==> src/scp_pkg.sv <==
// constants, carriers and register map of the mac-side pcs status block
// assumes one 125 MHz clock and a paged 5-bit register port
//
// Operation
// - status bit 15 latches sync loss until the status register is read
// - status bit 14 latches any invalid code-group until the next read
// - status bit 12 reports an sgmii alignment error
// - status bit 11 reports a partner request to restart negotiation
// - remote fault field 9:8 reads 00 without fault, nonzero with one
// - status bits 7:4 mirror asym pause, sym pause, full, half duplex
// - bits 3:0 show partner capable, link, negotiation done, signal
// - advertised word resets to zero, writable only while force bit set
// - partner ability holds the last code word received from the mac
// - comma status bit 15 latches a comma realign, cleared by read
// - comma status bit 14 latches signal detection, cleared by read
// - comma status bit 13 shows qsgmii sync, only on the first port
// - comma detect follows comma presence and a read sets it to one
// - bits 11:8 give comma position 0 to 9, undefined under qsgmii
// - good packet count is 14 bits modulo 10000, bit 15 shows active
// - selector 00 picks media counters, 01 mac, others reserved
// - preamble fix drops one byte only when preamble exceeds eight
// - crc error count is eight bits and saturates at 255
// - both transmit counters count only while the media link is up
// - force bit 11 sends the register word instead of internal word
package scp_pkg;
    localparam logic [4:0] OFF_CTRL = 5'h10;
    localparam logic [4:0] OFF_STAT = 5'h11;
    localparam logic [4:0] OFF_ADV = 5'h12;
    localparam logic [4:0] OFF_PARTNER = 5'h13;
    localparam logic [4:0] OFF_COMMA = 5'h14;
    localparam logic [4:0] OFF_GOOD = 5'h15;
    localparam logic [4:0] OFF_CRC = 5'h16;
    localparam logic [4:0] OFF_PAGE = 5'h1f;
    localparam logic [15:0] PAGE_EXT3 = 16'h0003;
    localparam logic [15:0] CTRL_RESET = 16'h0004;
    localparam logic [15:0] CTRL_WMASK = 16'hfffc;
    localparam int CTRL_FORCE_BIT = 11;
    localparam int CTRL_ANRESTART_BIT = 12;
    localparam int CRC_SEL_HI = 15;
    localparam int CRC_SEL_LO = 14;
    localparam int CRC_FIX_BIT = 13;
    localparam logic [1:0] SEL_MEDIA = 2'h0;
    localparam logic [1:0] SEL_MAC = 2'h1;
    localparam logic [13:0] GOOD_LAST = 14'h270f;
    localparam logic [7:0] CRC_MAX = 8'hff;
    localparam logic [3:0] COMMA_POS_MAX = 4'h9;
    localparam logic [15:0] ADV_RESET = 16'h0000;

    typedef struct packed {
        logic syncOk;
        logic cgBad;
        logic alignErr;
        logic partnerRestart;
        logic [1:0] remoteFault;
        logic advAsymPause;
        logic advSymPause;
        logic advFull;
        logic advHalf;
        logic partnerAnCapable;
        logic linkUp;
        logic anComplete;
        logic sigDetect;
        logic partnerWordValid;
        logic [15:0] partnerWord;
        logic [15:0] localWord;
        logic commaRealign;
        logic sigDetEvent;
        logic qsgmiiSync;
        logic commaSeen;
        logic [3:0] commaPos;
        logic qsgmiiMode;
        logic firstPort;
    } scpMacPcs_s;

    typedef struct packed {
        logic mediaLinkUp;
        logic mediaGood;
        logic mediaCrcErr;
        logic macGood;
        logic macCrcErr;
    } scpTxEvents_s;

    typedef struct packed {
        logic [15:0] advWord;
        logic forceAdv;
        logic anRestart;
        logic [1:0] counterSel;
        logic preambleFix;
    } scpCtrl_s;
endpackage

==> src/scp_status_counters.sv <==
// mac-side pcs status and transmit counter register bank, page three
// assumes all inputs synchronous to clock; read data valid one cycle later
`timescale 1ns/1ps
`default_nettype none
module scp_status_counters (
    // clock and reset
    input wire logic clock,
    input wire logic rst_n,
    // register port
    input wire logic [4:0] regAddr,
    input wire logic [15:0] regWrData,
    input wire logic regWr,
    input wire logic regRd,
    output logic [15:0] regRdData,
    // pcs and link state
    input wire scp_pkg::scpMacPcs_s macIn,
    input wire scp_pkg::scpTxEvents_s txEv,
    // control towards the pcs and egress path
    output scp_pkg::scpCtrl_s ctrlOut
);
    import scp_pkg::*;

    // ----------------------------------------------------------------
    // address decode
    // ----------------------------------------------------------------
    logic [15:0] page_r;
    logic [15:0] ctrl_r;
    logic [15:0] adv_r;
    logic [15:0] partner_r;
    logic [3:0] statSticky_r;
    logic [1:0] commaSticky_r;
    logic commaDet_r;
    logic [3:0] commaPos_r;
    logic qsgmiiSync_r;
    logic [13:0] goodCnt_r;
    logic [7:0] crcCnt_r;
    logic [1:0] sel_r;
    logic fix_r;
    logic [15:0] rdData_nxt;
    logic [15:0] advTx_nxt;

    function automatic logic hit(input logic [4:0] a, input logic [15:0] pg,
                                 input logic [4:0] off);
        hit = (a == off) && (pg == PAGE_EXT3);
    endfunction

    logic rdStat;
    logic rdComma;
    logic wrCtrl;
    logic wrAdv;
    logic wrCrc;
    assign rdStat = regRd && hit(regAddr, page_r, OFF_STAT);
    assign rdComma = regRd && hit(regAddr, page_r, OFF_COMMA);
    assign wrCtrl = regWr && hit(regAddr, page_r, OFF_CTRL);
    assign wrAdv = regWr && hit(regAddr, page_r, OFF_ADV);
    assign wrCrc = regWr && hit(regAddr, page_r, OFF_CRC);

    // ----------------------------------------------------------------
    // page select and control
    // ----------------------------------------------------------------
    // page register
    always_ff @(posedge clock or negedge rst_n) begin
        if (!rst_n) begin
            page_r <= 16'h0000;
        end else if (regWr && regAddr == OFF_PAGE) begin
            page_r <= regWrData;
        end
    end

    always_ff @(posedge clock or negedge rst_n) begin
        if (!rst_n) begin
            ctrl_r <= CTRL_RESET;
        end else if (wrCtrl) begin
            ctrl_r <= regWrData & CTRL_WMASK;
        end else begin
            ctrl_r[CTRL_ANRESTART_BIT] <= 1'b0;
        end
    end

    // ----------------------------------------------------------------
    // advertised and partner ability
    // ----------------------------------------------------------------
    // guarded write
    always_ff @(posedge clock or negedge rst_n) begin
        if (!rst_n) begin
            adv_r <= ADV_RESET;
        end else if (wrAdv && ctrl_r[CTRL_FORCE_BIT]) begin
            adv_r <= regWrData;
        end
    end

    always_comb begin
        advTx_nxt = macIn.localWord;
        if (ctrl_r[CTRL_FORCE_BIT]) begin
            advTx_nxt = adv_r;
        end
    end

    always_ff @(posedge clock or negedge rst_n) begin
        if (!rst_n) begin
            partner_r <= 16'h0000;
        end else if (macIn.partnerWordValid) begin
            partner_r <= macIn.partnerWord;
        end
    end

    // ----------------------------------------------------------------
    // since-last-read status bits
    // ----------------------------------------------------------------
    logic [3:0] statEvent;
    assign statEvent = {!macIn.syncOk, macIn.cgBad, macIn.alignErr,
                        macIn.partnerRestart};

    genvar gi;
    generate
        for (gi = 0; gi < 4; gi++) begin : g_stat
            always_ff @(posedge clock or negedge rst_n) begin
                if (!rst_n) begin
                    statSticky_r[gi] <= 1'b0;
                end else if (statEvent[gi]) begin
                    statSticky_r[gi] <= 1'b1;
                end else if (rdStat) begin
                    statSticky_r[gi] <= 1'b0;
                end
            end
        end
    endgenerate

    // ----------------------------------------------------------------
    // comma status
    // ----------------------------------------------------------------
    logic [1:0] commaEvent;
    assign commaEvent = {macIn.commaRealign, macIn.sigDetEvent};

    generate
        for (gi = 0; gi < 2; gi++) begin : g_comma
            always_ff @(posedge clock or negedge rst_n) begin
                if (!rst_n) begin
                    commaSticky_r[gi] <= 1'b0;
                end else if (commaEvent[gi]) begin
                    commaSticky_r[gi] <= 1'b1;
                end else if (rdComma) begin
                    commaSticky_r[gi] <= 1'b0;
                end
            end
        end
    endgenerate

    always_ff @(posedge clock or negedge rst_n) begin
        if (!rst_n) begin
            commaDet_r <= 1'b0;
        end else begin
            commaDet_r <= rdComma || macIn.commaSeen;
        end
    end

    always_ff @(posedge clock or negedge rst_n) begin
        if (!rst_n) begin
            qsgmiiSync_r <= 1'b0;
            commaPos_r <= 4'h0;
        end else begin
            qsgmiiSync_r <= macIn.firstPort && macIn.qsgmiiSync;
            if (macIn.qsgmiiMode || macIn.commaPos > COMMA_POS_MAX) begin
                commaPos_r <= 4'h0;
            end else begin
                commaPos_r <= macIn.commaPos;
            end
        end
    end

    // ----------------------------------------------------------------
    // transmit counters
    // ----------------------------------------------------------------
    always_ff @(posedge clock or negedge rst_n) begin
        if (!rst_n) begin
            sel_r <= SEL_MEDIA;
            fix_r <= 1'b0;
        end else if (wrCrc) begin
            sel_r <= regWrData[CRC_SEL_HI:CRC_SEL_LO];
            fix_r <= regWrData[CRC_FIX_BIT];
        end
    end

    logic goodEv;
    logic crcEv;
    always_comb begin
        goodEv = 1'b0;
        crcEv = 1'b0;
        unique case (sel_r)
            SEL_MEDIA: begin
                goodEv = txEv.mediaGood;
                crcEv = txEv.mediaCrcErr;
            end
            SEL_MAC: begin
                goodEv = txEv.macGood;
                crcEv = txEv.macCrcErr;
            end
            default: begin
                goodEv = 1'b0;
                crcEv = 1'b0;
            end
        endcase
    end

    always_ff @(posedge clock or negedge rst_n) begin
        if (!rst_n) begin
            goodCnt_r <= 14'h0000;
        end else if (txEv.mediaLinkUp && goodEv) begin
            if (goodCnt_r == GOOD_LAST) begin
                goodCnt_r <= 14'h0000;
            end else begin
                goodCnt_r <= goodCnt_r + 14'h0001;
            end
        end
    end

    always_ff @(posedge clock or negedge rst_n) begin
        if (!rst_n) begin
            crcCnt_r <= 8'h00;
        end else if (txEv.mediaLinkUp && crcEv && crcCnt_r != CRC_MAX) begin
            crcCnt_r <= crcCnt_r + 8'h01;
        end
    end

    // ----------------------------------------------------------------
    // read data
    // ----------------------------------------------------------------
    always_comb begin
        rdData_nxt = 16'h0000;
        if (regAddr == OFF_PAGE) begin
            rdData_nxt = page_r;
        end else if (page_r == PAGE_EXT3) begin
            unique case (regAddr)
                OFF_CTRL: rdData_nxt = ctrl_r;
                OFF_STAT: rdData_nxt = {statSticky_r[3:2], 1'b0,
                    statSticky_r[1:0], 1'b0, macIn.remoteFault,
                    macIn.advAsymPause, macIn.advSymPause,
                    macIn.advFull, macIn.advHalf,
                    macIn.partnerAnCapable, macIn.linkUp,
                    macIn.anComplete, macIn.sigDetect};
                // value reflects the word on the wire
                OFF_ADV: rdData_nxt = advTx_nxt;
                OFF_PARTNER: rdData_nxt = partner_r;
                OFF_COMMA: rdData_nxt = {commaSticky_r, qsgmiiSync_r,
                    commaDet_r, commaPos_r, 8'h00};
                OFF_GOOD: rdData_nxt = {txEv.mediaLinkUp, 1'b0, goodCnt_r};
                OFF_CRC: rdData_nxt = {sel_r, fix_r, 5'h00, crcCnt_r};
                default: rdData_nxt = 16'h0000;
            endcase
        end
    end

    always_ff @(posedge clock or negedge rst_n) begin
        if (!rst_n) begin
            regRdData <= 16'h0000;
        end else if (regRd) begin
            regRdData <= rdData_nxt;
        end else begin
            regRdData <= 16'h0000;
        end
    end

    // ----------------------------------------------------------------
    // control outputs
    // ----------------------------------------------------------------
    // registered control word to pcs and egress path
    always_ff @(posedge clock or negedge rst_n) begin
        if (!rst_n) begin
            ctrlOut <= '0;
        end else begin
            ctrlOut.advWord <= advTx_nxt;
            ctrlOut.forceAdv <= ctrl_r[CTRL_FORCE_BIT];
            ctrlOut.anRestart <= ctrl_r[CTRL_ANRESTART_BIT];
            ctrlOut.counterSel <= sel_r;
            ctrlOut.preambleFix <= fix_r;
        end
    end

    // ----------------------------------------------------------------
    // checks
    // ----------------------------------------------------------------
    sync_lost_a: assert property (
        @(posedge clock) disable iff (!rst_n)
        !macIn.syncOk |=> statSticky_r[3])
        else $error("sync loss not latched");

    sync_hold_a: assert property (
        @(posedge clock) disable iff (!rst_n)
        (statSticky_r[3] && !rdStat) |=> statSticky_r[3])
        else $error("sync loss bit dropped without read");

    read_clear_a: assert property (
        @(posedge clock) disable iff (!rst_n)
        (rdStat && macIn.syncOk) |=> !statSticky_r[3])
        else $error("sync loss bit not cleared by read");

    cgbad_latch_a: assert property (
        @(posedge clock) disable iff (!rst_n)
        macIn.cgBad |=> statSticky_r[2])
        else $error("invalid code-group not latched");

    align_err_a: assert property (
        @(posedge clock) disable iff (!rst_n)
        $rose(statSticky_r[1]) |-> $past(macIn.alignErr))
        else $error("alignment bit set without cause");

    restart_req_a: assert property (
        @(posedge clock) disable iff (!rst_n)
        (rdStat && !macIn.partnerRestart) |=> !statSticky_r[0])
        else $error("restart bit not cleared by read");

    adv_guard_a: assert property (
        @(posedge clock) disable iff (!rst_n)
        (wrAdv && !ctrl_r[CTRL_FORCE_BIT]) |=> $stable(adv_r))
        else $error("advertised word written without force");

    partner_cap_a: assert property (
        @(posedge clock) disable iff (!rst_n)
        macIn.partnerWordValid |=> partner_r == $past(macIn.partnerWord))
        else $error("partner word not captured");

    comma_read_a: assert property (
        @(posedge clock) disable iff (!rst_n)
        rdComma |=> commaDet_r)
        else $error("comma detect not set by read");

    realign_latch_a: assert property (
        @(posedge clock) disable iff (!rst_n)
        macIn.commaRealign |=> commaSticky_r[1])
        else $error("comma realign not latched");

    sigdet_latch_a: assert property (
        @(posedge clock) disable iff (!rst_n)
        macIn.sigDetEvent |=> commaSticky_r[0])
        else $error("signal detection not latched");

    comma_pos_a: assert property (
        @(posedge clock) disable iff (!rst_n)
        (!macIn.qsgmiiMode && macIn.commaPos <= COMMA_POS_MAX)
        |=> commaPos_r == $past(macIn.commaPos))
        else $error("comma position not reported");

    good_mod_a: assert property (
        @(posedge clock) disable iff (!rst_n)
        (goodCnt_r == GOOD_LAST && goodEv && txEv.mediaLinkUp)
        |=> goodCnt_r == 14'h0000)
        else $error("good count did not wrap at 10000");

    crc_sat_a: assert property (
        @(posedge clock) disable iff (!rst_n)
        crcCnt_r == CRC_MAX |=> crcCnt_r == CRC_MAX)
        else $error("crc count left saturation");

    link_gate_a: assert property (
        @(posedge clock) disable iff (!rst_n)
        !txEv.mediaLinkUp |=> $stable(goodCnt_r) && $stable(crcCnt_r))
        else $error("counter moved with media link down");

    force_tx_a: assert property (
        @(posedge clock) disable iff (!rst_n)
        ctrl_r[CTRL_FORCE_BIT] |=> ctrlOut.advWord == $past(adv_r))
        else $error("forced word not transmitted");
endmodule
`default_nettype wire

==> config.mk <==
export PLATFORM = sky130hd
export DESIGN_NAME = scp_status_counters
export DESIGN_NICKNAME = d
export VERILOG_FILES = /design/src/scp_pkg.sv /design/src/scp_status_counters.sv
export SDC_FILE = /design/constraint.sdc
export NUM_CORES = 1
export LEC_CHECK = 0
export BUFFER_PORTS_ARGS = -buffer_cell sky130_fd_sc_hd__buf_2
export CAP_MARGIN = 20
export CORE_UTILIZATION = 56
export CTS_CLUSTER_DIAMETER = 80
export DETAILED_ROUTE_END_ITERATION = 12
export PLACE_DENSITY = 0.9
export SLEW_MARGIN = 20
export SYNTH_ARGS = -nofsm -noshare
export SYNTH_HDL_FRONTEND = slang
export SYNTH_SLANG_ARGS = --single-unit
==> constraint.sdc <==
create_clock -name clock -period 3.5 [get_ports clock]
set_clock_uncertainty 0.1 [all_clocks]
set_input_delay 0.7 -clock clock [delete_from_list [all_inputs] [get_ports clock]]
set_output_delay 0.7 -clock clock [all_outputs]
set_load 0.03 [all_outputs]
==> results.yml, run 1 <==
final_layout:
  final_cell_mix: "dfrtp_1 (135), buf_2 (122), mux2_2 (41)"
  multiInputGateArea_um2: 2390
  drive_above_1_share_pct: 37.2
  layout_commonest_cell: "dfrtp_1"
  final_cells: 724
  register_area_um2: 3400
  area_growth_pct: 21.5
  fillers: 701
  fin_nets: 664
  antenna_cells: 0
power_and_ir_drop:
  totalPowerFinal_w: 0.00387
  leakagePower_nw: 3.42
  p_per_area_nw_per_um2: 540
  ir_drop_mv: 0.353
route:
  viasPerCell: 6.18
  drtIter0Drc: 306
  first_pass_iters: 6
  drc: 0
  antenna_left: 0
  wirelength_mm: 15.3
  via_count: 4473
  wire_per_inst_um: 21.2
min_path:
  min_path_type: "input port to asynchronous set/reset pin"
setup_path:
  cp-end-kind: "register"
  cp.arrival_ns: 2.87
  required_ns: 3.81
  path_max_fanout: 16
  regToRegStartpoint: "page_r[6]"
  start_kind: "register"
  critPathKind: "register to register"
  worstReg2RegEnd: "adv_r[12]"
  reg2reg_depth: 5
  cp-startpoint: "page_r[6]"
  ff2ff_setup_slack_ns: 0.94
sta:
  rsz0062_at_grt: "false"
  final_max_slew_viol_count: 0
  worst_pin_slew_ns: 0.857
  relSlewSlack_pct: 42.8
  setup_viol: 0
  min_period_ns: 2.56
  fmax_mhz: 391
  hold_violations: 0
  post-route-period-util_pct: 73.1
  setup_tns_ns: 0
placement:
  io_buffer_count: 123
  gp_congestion: 0.920
  dp_hpwl_mm: 10.7
  place_inst: 692
clock_network:
  cts_buffers: 17
  htree_levels: 4
  tritoncts: "built"
  clock_path_buffers: 2
  hold_buffers: 0
  clk_latency_ns: 0.54
  clk_pin_slew_ns: 0.06
  postCtsResizedCells: 0
  cts_sinks: 136
  post_cts.repair.setup_buffers: 0
  cts_root_buffer: "clkbuf_8"
die:
  num_io_pins: 124
  die_w_um: 105
  dieHeight_um: 105
  die-area_um2: 10900
  rows: 37
  initial_utilization_pct: 57.4
  core_um2: 10300
logic_synthesis:
  synth.avg_cell_area_um2: 13.2
  syn_area_um2: 5900
  synthCells: 446
  synth.distinct_cells: 52
  synth-seq-cells: 136
  synth-edff-count: 0
  synth_nets: 535
  synth_warnings: 0
  async_reset_ff_share_pct: 100
  ys_seq_area_share_pct: 57.7
  synth_ff_type: "dfrtp_1"
grt:
  grt_util_all_layers_pct: 30.6
  grt_start_max_net_pins: 75
  overflow: 0
  grt_pass1_wl_mm: 24.9
  grt_pass1_vias: 4749
  antenna_found_initial: 0
outcome:
  status: "complete, no violations"
run:
  drv_cap: 0
how the worst max path moves through the flow:
stage	end	cells past startpoint	slack [ns]
after floorplan	page_r[10]	6	1.24
after global placement	ctrl_r[14]	6	0.68
after detailed placement	ctrl_r[15]	6	0.55
after CTS	adv_r[12]	5	0.96
after global routing	adv_r[14]	5	0.86
final	adv_r[12]	5	0.94
flip-flops by register name (all words and copies together), names as in the netlist, 8 cells and up:
name       cells
adv_r         16
crcCnt_r       8
ctrlOut       21
ctrl_r        14
goodCnt_r     14
page_r        16
partner_r     16
regRdData     16
cell type report:
| class | instances | share of cell area, % |
|---|---|---|
| clock buffer | 21 | 6.41 |
| clock inverter | 11 | 1.03 |
| sequential | 136 | 47.5 |
| tap | 136 | 2.37 |
| inverter | 2 | 0.105 |
| multi-input combinational | 290 | 33.4 |
| timing repair buffer | 128 | 9.20 |
cell families (layout without fill, tap and decap cells):
logic type | Yosys count | after routing | share of synthesized area [%]
DFF | 136 | 136 | 57.7
and+or+nand+nor | 98 | 98 | 9.89
AOI/OAI and AO/OA | 88 | 88 | 10.8
muxes | 85 | 85 | 16.9
buffers and inverters | 20 | 162 | 1.70
xor gates and xnor gates | 17 | 17 | 2.53
adders and majority gates | 2 | 2 | 0.424
cell usage after synthesis (2+ instances only):
cell         n  area, um^2
nand3_1      5        25.0
nor2_2       2        12.5
mux2_4       8         120
nor3b_1      3        22.5
a31oi_1     11        68.8
and4_1       2        17.5
ha_1         2        25.0
xnor2_1     14         123
o2bb2ai_1    2        17.5
a21oi_1      6        30.0
buf_6        2        22.5
dfrtp_1    135        3380
mux2_1      32         360
nor2b_1      2        12.5
a21o_1      14         105
a222oi_1     5        50.1
nor2_1      14        52.6
buf_2        5        25.0
clkbuf_1    10        37.5
nand4_1     11        68.8
nand2b_1     6        37.5
nand2_1     20        75.1
and2_1       4        25.0
inv_1        2        7.51
a221oi_1     3        26.3
and3_1       8        50.1
xor2_1       3        26.3
nor3_1       3        15.0
nor4_1       2        12.5
nor3_2       3        30.0
nor4b_1      3        26.3
mux2i_1      3        30.0
nand3b_1     2        15.0
mux2_2      41         462
o21ai_1      6        30.0
a22oi_1     35         263
o21ai_0      2        10.0
worst max-delay path, cell delays in order, from the launching register on:
cell     delay, ns
dfrtp_1       0.41
nor4_1        0.42
and3_1        0.32
nand3_1       0.21
nor2_4        0.58
mux2_1        0.40
where the power goes:
group / leakage [nW] / switching (W) / internal [W]
registers: 1.74 / 0.000163 / 0.00171
clock network: 0.248 / 0.000669 / 0.000922
logic: 1.42 / 0.000207 / 0.000193
stage by stage:
step	instance area (um^2)	hold slack (ns)	setup slack [ns]	util [%]
2_1_floorplan	5900	0.254	1.24	-
3_3_place_gp	6630	0.274	0.678	64.5
3_5_place_dp	6630	0.287	0.555	64.5
4_1_cts	7170	0.0952	0.961	69.7
5_1_grt	7170	0.120	0.858	69.7
6_report	7170	0.0560	0.941	69.7
routing by layer:
metal  vias to the layer above  GRT usage (%)  part of all wire, %
li1                       1932              -                    -
met1                      2242           40.1                   40
met2                       260           49.2                   49
met3                        39           6.61                  8.1
met4                         0           14.1                  2.8
met5                         -              0                    0
Power figures use the tool's default switching activity.
==> inputs of run 2 (changes only) <==
Settings changed: CORE_UTILIZATION 56 to 54, PLACE_DENSITY 0.9 to 0.87.
Clock period 3.5 ns to 2.5 ns, I/O delays scaled along.
==> run 2 against run 1 <==
Against the previous run: core utilization increased by 0.50 points; worst setup slack worse by 0.77 ns; flip-flop and latch count did not move; design area grew 2.5%; maximum frequency is 9.9% higher; sequential power is 40% higher; largest power group unchanged.
==> results.yml, run 2 (synthesized netlist as in run 1, its figures left out) <==
route:
  via_count: 4541
  wire_per_inst_um: 21.2
  topRoutingLayerUsed: "met4"
  drtIter0Drc: 534
  drc: 0
  antenna_left: 0
  m1WireLength_mm: 6.18
  met3_length_mm: 1.39
  first_pass_iters: 5
  viasPerCell: 6.15
  wirelength_mm: 15.6
  wl_met2_mm: 7.61
final_layout:
  drive_above_1_share_pct: 38.5
  multiInputGateArea_um2: 2400
  final_cell_mix: "dfrtp_1 (135), buf_2 (122), mux2_2 (41)"
  antenna_cells: 0
  largest_register_ffs: 21
  regMostFlops: "ctrlOut"
  fin_nets: 680
  register_area_um2: 3400
  area_growth_pct: 24.6
  fillers: 686
  layout_commonest_cell: "dfrtp_1"
sta:
  setup_tns_ns: 0
  min_period_ns: 2.33
  post-route-period-util_pct: 93.2
  final_max_slew_viol_count: 0
  hold_violations: 0
  setup_viol: 0
  worst_pin_slew_ns: 0.725
  fmax_mhz: 429
  relSlewSlack_pct: 51.7
  rsz0062_at_grt: "false"
min_path:
  min_path_type: "input port to register"
  min-delay-start: "macIn[56]"
power_and_ir_drop:
  leakagePower_nw: 3.52
  ir_drop_mv: 0.477
  p_per_area_nw_per_um2: 757
  totalPowerFinal_w: 0.00556
grt:
  antenna_found_initial: 0
  overflow: 0
  grt_util_all_layers_pct: 29.6
  grt_pass1_wl_mm: 24.9
  grt_start_max_net_pins: 55
  grt_pass1_vias: 4662
setup_path:
  cp-end-kind: "register"
  cp.arrival_ns: 2.62
  required_ns: 2.79
  start_kind: "register"
  regToRegStartpoint: "page_r[3]"
  cp-startpoint: "page_r[3]"
  critPathKind: "register to register"
  path_max_fanout: 13
  ff2ff_setup_slack_ns: 0.17
clock_network:
  clock_path_buffers: 2
  tritoncts: "built"
  post_cts.repair.setup_buffers: 0
  clk_latency_ns: 0.52
  cts_root_buffer: "clkbuf_8"
  cts_buffers: 17
  cts_sinks: 136
  htree_levels: 4
  clk_pin_slew_ns: 0.06
die:
  rows: 37
  die_w_um: 106
  die-area_um2: 11300
  initial_utilization_pct: 56.4
  num_io_pins: 124
  core_um2: 10500
  dieHeight_um: 106
placement:
  io_buffer_count: 123
  gp_congestion: 0.953
  dp_hpwl_mm: 11.2
run:
  drv_cap: 0
outcome:
  status: "complete, no violations"
==> run 2: changes by cell type in the layout (fill, tap and decap cells not counted), sizes merged <==
cell / before / now
inv: 3 / 2
dlygate4sd3: 0 / 1
clkbuf: 21 / 22
buf: 128 / 143
clkinvlp: 6 / 3
bufinv: 0 / 2
clkinv: 4 / 3
==> run 2: worst paths after layout <==
| path | cells past startpoint | to |
|---|---|---|
| min in group asynchronous | 2 | page_r[2] |
| min reg2reg | 0 | ctrlOut[3] |
| max in group asynchronous | 3 | ctrlOut[14] |
| max | 6 | adv_r[5] |
| min | 2 | statSticky_r[3] |
| max reg2reg | 6 | adv_r[5] |
==> run 2: report_power, final <==
part | switching (W) | internal, W
clock | 0.000876 | 0.00148
sequential | 0.000234 | 0.00240
combinational | 0.000292 | 0.000279
total | 0.00140 | 0.00416
==> run 2: worst max-delay path, cell delays in order, from the launching register on <==
cell      delay (ns)
dfrtp_1         0.42
nor4bb_2        0.45
and3_1          0.28
nand3_1         0.19
nor2_4          0.24
buf_12          0.18
mux2_1          0.35
==> run 2: metal layers <==
metal | global-route usage (%) | vias up
li1 | - | 1959
met1 | 38.8 | 2262
met2 | 47.6 | 283
met3 | 7.05 | 37
met4 | 12.1 | 0
met5 | 0 | -
==> run 2: area by class of cell <==
cell class | count | area share [%]
inverter | 2 | 0.102
timing repair buffer | 144 | 11.0
clock buffer | 22 | 6.30
tap | 136 | 2.32
clock inverter | 8 | 1.33
sequential | 136 | 46.3
multi-input combinational | 290 | 32.6
==> run 2: timing repair <==
item	4_1_cts	5_1_grt
endpoints found under the setup margin	0	1
hold endpoints to repair	38	0
hold buffers	1	0
resized for setup	0	1
==> run 2: through the flow <==
stage                     utilization, %  worst slack (ns)  instance area [um^2]  hold slack (ns)  instances
after global placement              64.7             0.287                  6770            0.303        707
final                               70.2             0.170                  7350           0.0256        738
after CTS                           70.2            0.0668                  7340           0.0130        738
after detailed placement            64.7             0.175                  6770            0.289        707
after global routing                70.2            0.0778                  7350           0.0335        738
after floorplan                        -             0.443                  5900            0.104        446
==> inputs of run 3 (changes only) <==
Settings changed: ABC_AREA from default to 1, CORE_UTILIZATION 54 to 56, PLACE_DENSITY 0.87 to 0.89.
==> run 3 against run 2 <==
Against the previous run: non-clock buffer count down 4; final cell count up 49%; register-to-register slack better by 0.44 ns; synthesized area up 10%; clock power up 2%; core utilization down 0.77 points; worst hold slack better by 0.13 ns; sequential share of layout area down 3.2 points; sequential power about the same.
==> results.yml, run 3 <==
clock_network:
  tritoncts: "built"
  postCtsResizedCells: 0
  clk_pin_slew_ns: 0.06
  clk_latency_ns: 0.43
  clock_path_buffers: 2
  cts_root_buffer: "clkbuf_16"
  post_cts.repair.setup_buffers: 0
  hold_buffers: 1
  cts_buffers: 17
  htree_levels: 4
  cts_sinks: 136
final_layout:
  multiInputGateArea_um2: 2630
  fin_nets: 1029
  fillers: 857
  regMostFlops: "ctrlOut"
  antenna_cells: 0
  final_cell_mix: "nand2_1 (257), dfrtp_1 (135), buf_2 (122)"
  layout_commonest_cell: "nand2_1"
  register_area_um2: 3400
  drive_above_1_share_pct: 21.6
  largest_register_ffs: 21
  area_growth_pct: 21.3
logic_synthesis:
  synth-edff-count: 0
  synth.distinct_cells: 34
  synthCells: 804
  ys_seq_area_share_pct: 52.3
  synth_ff_type: "dfrtp_1"
  synth_top_area_share_pct: 51.9
  ys_top_cells_by_count: "nand2_1 (257), dfrtp_1 (135), inv_1 (91)"
  async_reset_ff_share_pct: 100
  synth.avg_cell_area_um2: 8.09
  synth.most_common_cell: "nand2_1"
  synth_warnings: 0
  syn_area_um2: 6510
  synth_nets: 893
  synth-seq-cells: 136
  synth_top_area_cell: "dfrtp_1"
  synthTopCellsByArea: "dfrtp_1 (52%), nand2_1 (15%), inv_1 (5.2%)"
grt:
  overflow: 0
  grt_start_max_net_pins: 59
  antenna_found_initial: 0
  grt_pass1_vias: 5621
  grt_pass1_wl_mm: 27.5
  grt_util_all_layers_pct: 30.8
route:
  first_pass_iters: 5
  via_count: 6020
  wire_per_inst_um: 15.9
  viasPerCell: 5.49
  drtIter0Drc: 634
  drc: 0
  antenna_left: 0
  wirelength_mm: 17.4
setup_path:
  cp-end-kind: "register"
  required_ns: 2.75
  path_cells: "nor2_1 > nand3_1 > nor2_1 > nand2_1 > inv_1 > o21ai_0 > a21oi_1"
  cp.arrival_ns: 2.14
  path_max_fanout: 16
  path_delay_family: "compound AO/OA/AOI/OAI gates"
  start_kind: "register"
  slowest_stage: "inv_1"
  crit_path_max_incr_delay_ns: 0.44
  critPathKind: "register to register"
  cpMostUsedCell: "nor2_1"
  worst-path-buf-inv: 1
placement:
  dp_hpwl_mm: 12.4
  dp_slack_ns: 0.326
  gp_congestion: 0.970
  io_buffer_count: 123
sta:
  final_max_slew_viol_count: 0
  setup_tns_ns: 0
  worst_pin_slew_ns: 0.549
  setup_viol: 0
  relSlewSlack_pct: 63.3
  min_period_ns: 1.89
  rsz0062_at_grt: "false"
  setup_ws_ns: 0.608
  post-route-period-util_pct: 75.7
  hold_violations: 0
  fmax_mhz: 529
die:
  dieHeight_um: 110
  core_um2: 11400
  num_io_pins: 124
  die-area_um2: 12100
  die_w_um: 110
  rows: 39
  initial_utilization_pct: 57.2
outcome:
  status: "complete, no violations"
min_path:
  min_path_type: "input port to register"
power_and_ir_drop:
  p_per_area_nw_per_um2: 729
  ir_drop_mv: 0.479
  leakagePower_nw: 4.19
run:
  drv_cap: 0
## run 3: changes by cell type after synthesis, moves of 35 or more
cell and change:
nand3_1 +48, o21ai_0 +53, nor2_1 +56, a22oi_1 -35, inv_1 +89, nand2_1 +237
## run 3: layout make-up
type,count,area share [%]
Timing Repair Buffer,140,9.79
Inverter,93,4.42
Multi-Input combinational cell,552,33.3
Clock buffer,19,5.61
Tap cell,143,2.27
Clock inverter,13,1.49
Sequential cell,136,43.1
## run 3: through the flow
| step | hold slack (ns) | cells | utilization (%) | total power, W | area (um^2) |
|---|---|---|---|---|---|
| final | 0.152 | 1096 | 69.5 | 0.00576 | 7900 |
| after global routing | 0.158 | 1096 | 69.5 | 0.00600 | 7900 |
| after CTS | 0.151 | 1096 | 69.5 | 0.00574 | 7900 |
| after detailed placement | 0.303 | 1063 | 64.4 | 0.00337 | 7330 |
| after global placement | 0.294 | 1063 | 64.4 | 0.00334 | 7330 |
| after floorplan | 0.104 | 804 | - | 0.00305 | 6510 |
## run 3: cell families (layout without fill, tap and decap cells)
family / count (synthesis) / in the layout / synth area share [%]
simple gates: 423 / 423 / 27.7
flops: 136 / 136 / 52.3
buf+inv: 116 / 265 / 7.27
compound gates: 106 / 106 / 9.11
mux: 11 / 11 / 1.90
xor+xnor: 10 / 10 / 1.35
fa+ha+maj: 2 / 2 / 0.384
## run 3: power breakdown
part           total, W  internal, W  switching, W
clock           0.00240      0.00140      0.000997
combinational  0.000736     0.000273      0.000463
sequential      0.00262      0.00240      0.000221
total           0.00576      0.00408       0.00168
## run 3: path summary, 6_finish.rpt
kind	from	to	slack, ns	cells after the start
max	page_r[3]	regRdData[0]	0.61	7
min	macIn[56]	statSticky_r[3]	0.15	2
max reg2reg	page_r[3]	regRdData[0]	0.61	7
min reg2reg	ctrl_r[12]	ctrlOut[3]	0.34	0
max in group asynchronous	rst_n	goodCnt_r[10]	1.12	3
min in group asynchronous	rst_n	regRdData[7]	0.50	2
## run 3: worst reg2reg max path: cells and delay by family, from the launching register on
kind	cells	cell delay [ns]
flops	1	0.41
buf+inv	1	0.44
compound gates	2	0.45
simple gates	4	0.41
## run 3: routing by layer
layer | part of all wire, % | GRT usage (%)
met3 | 7.9 | 5.69
met4 | 4.4 | 17.0
met1 | 41 | 40.8
met2 | 46 | 47.6
met5 | 0 | 0
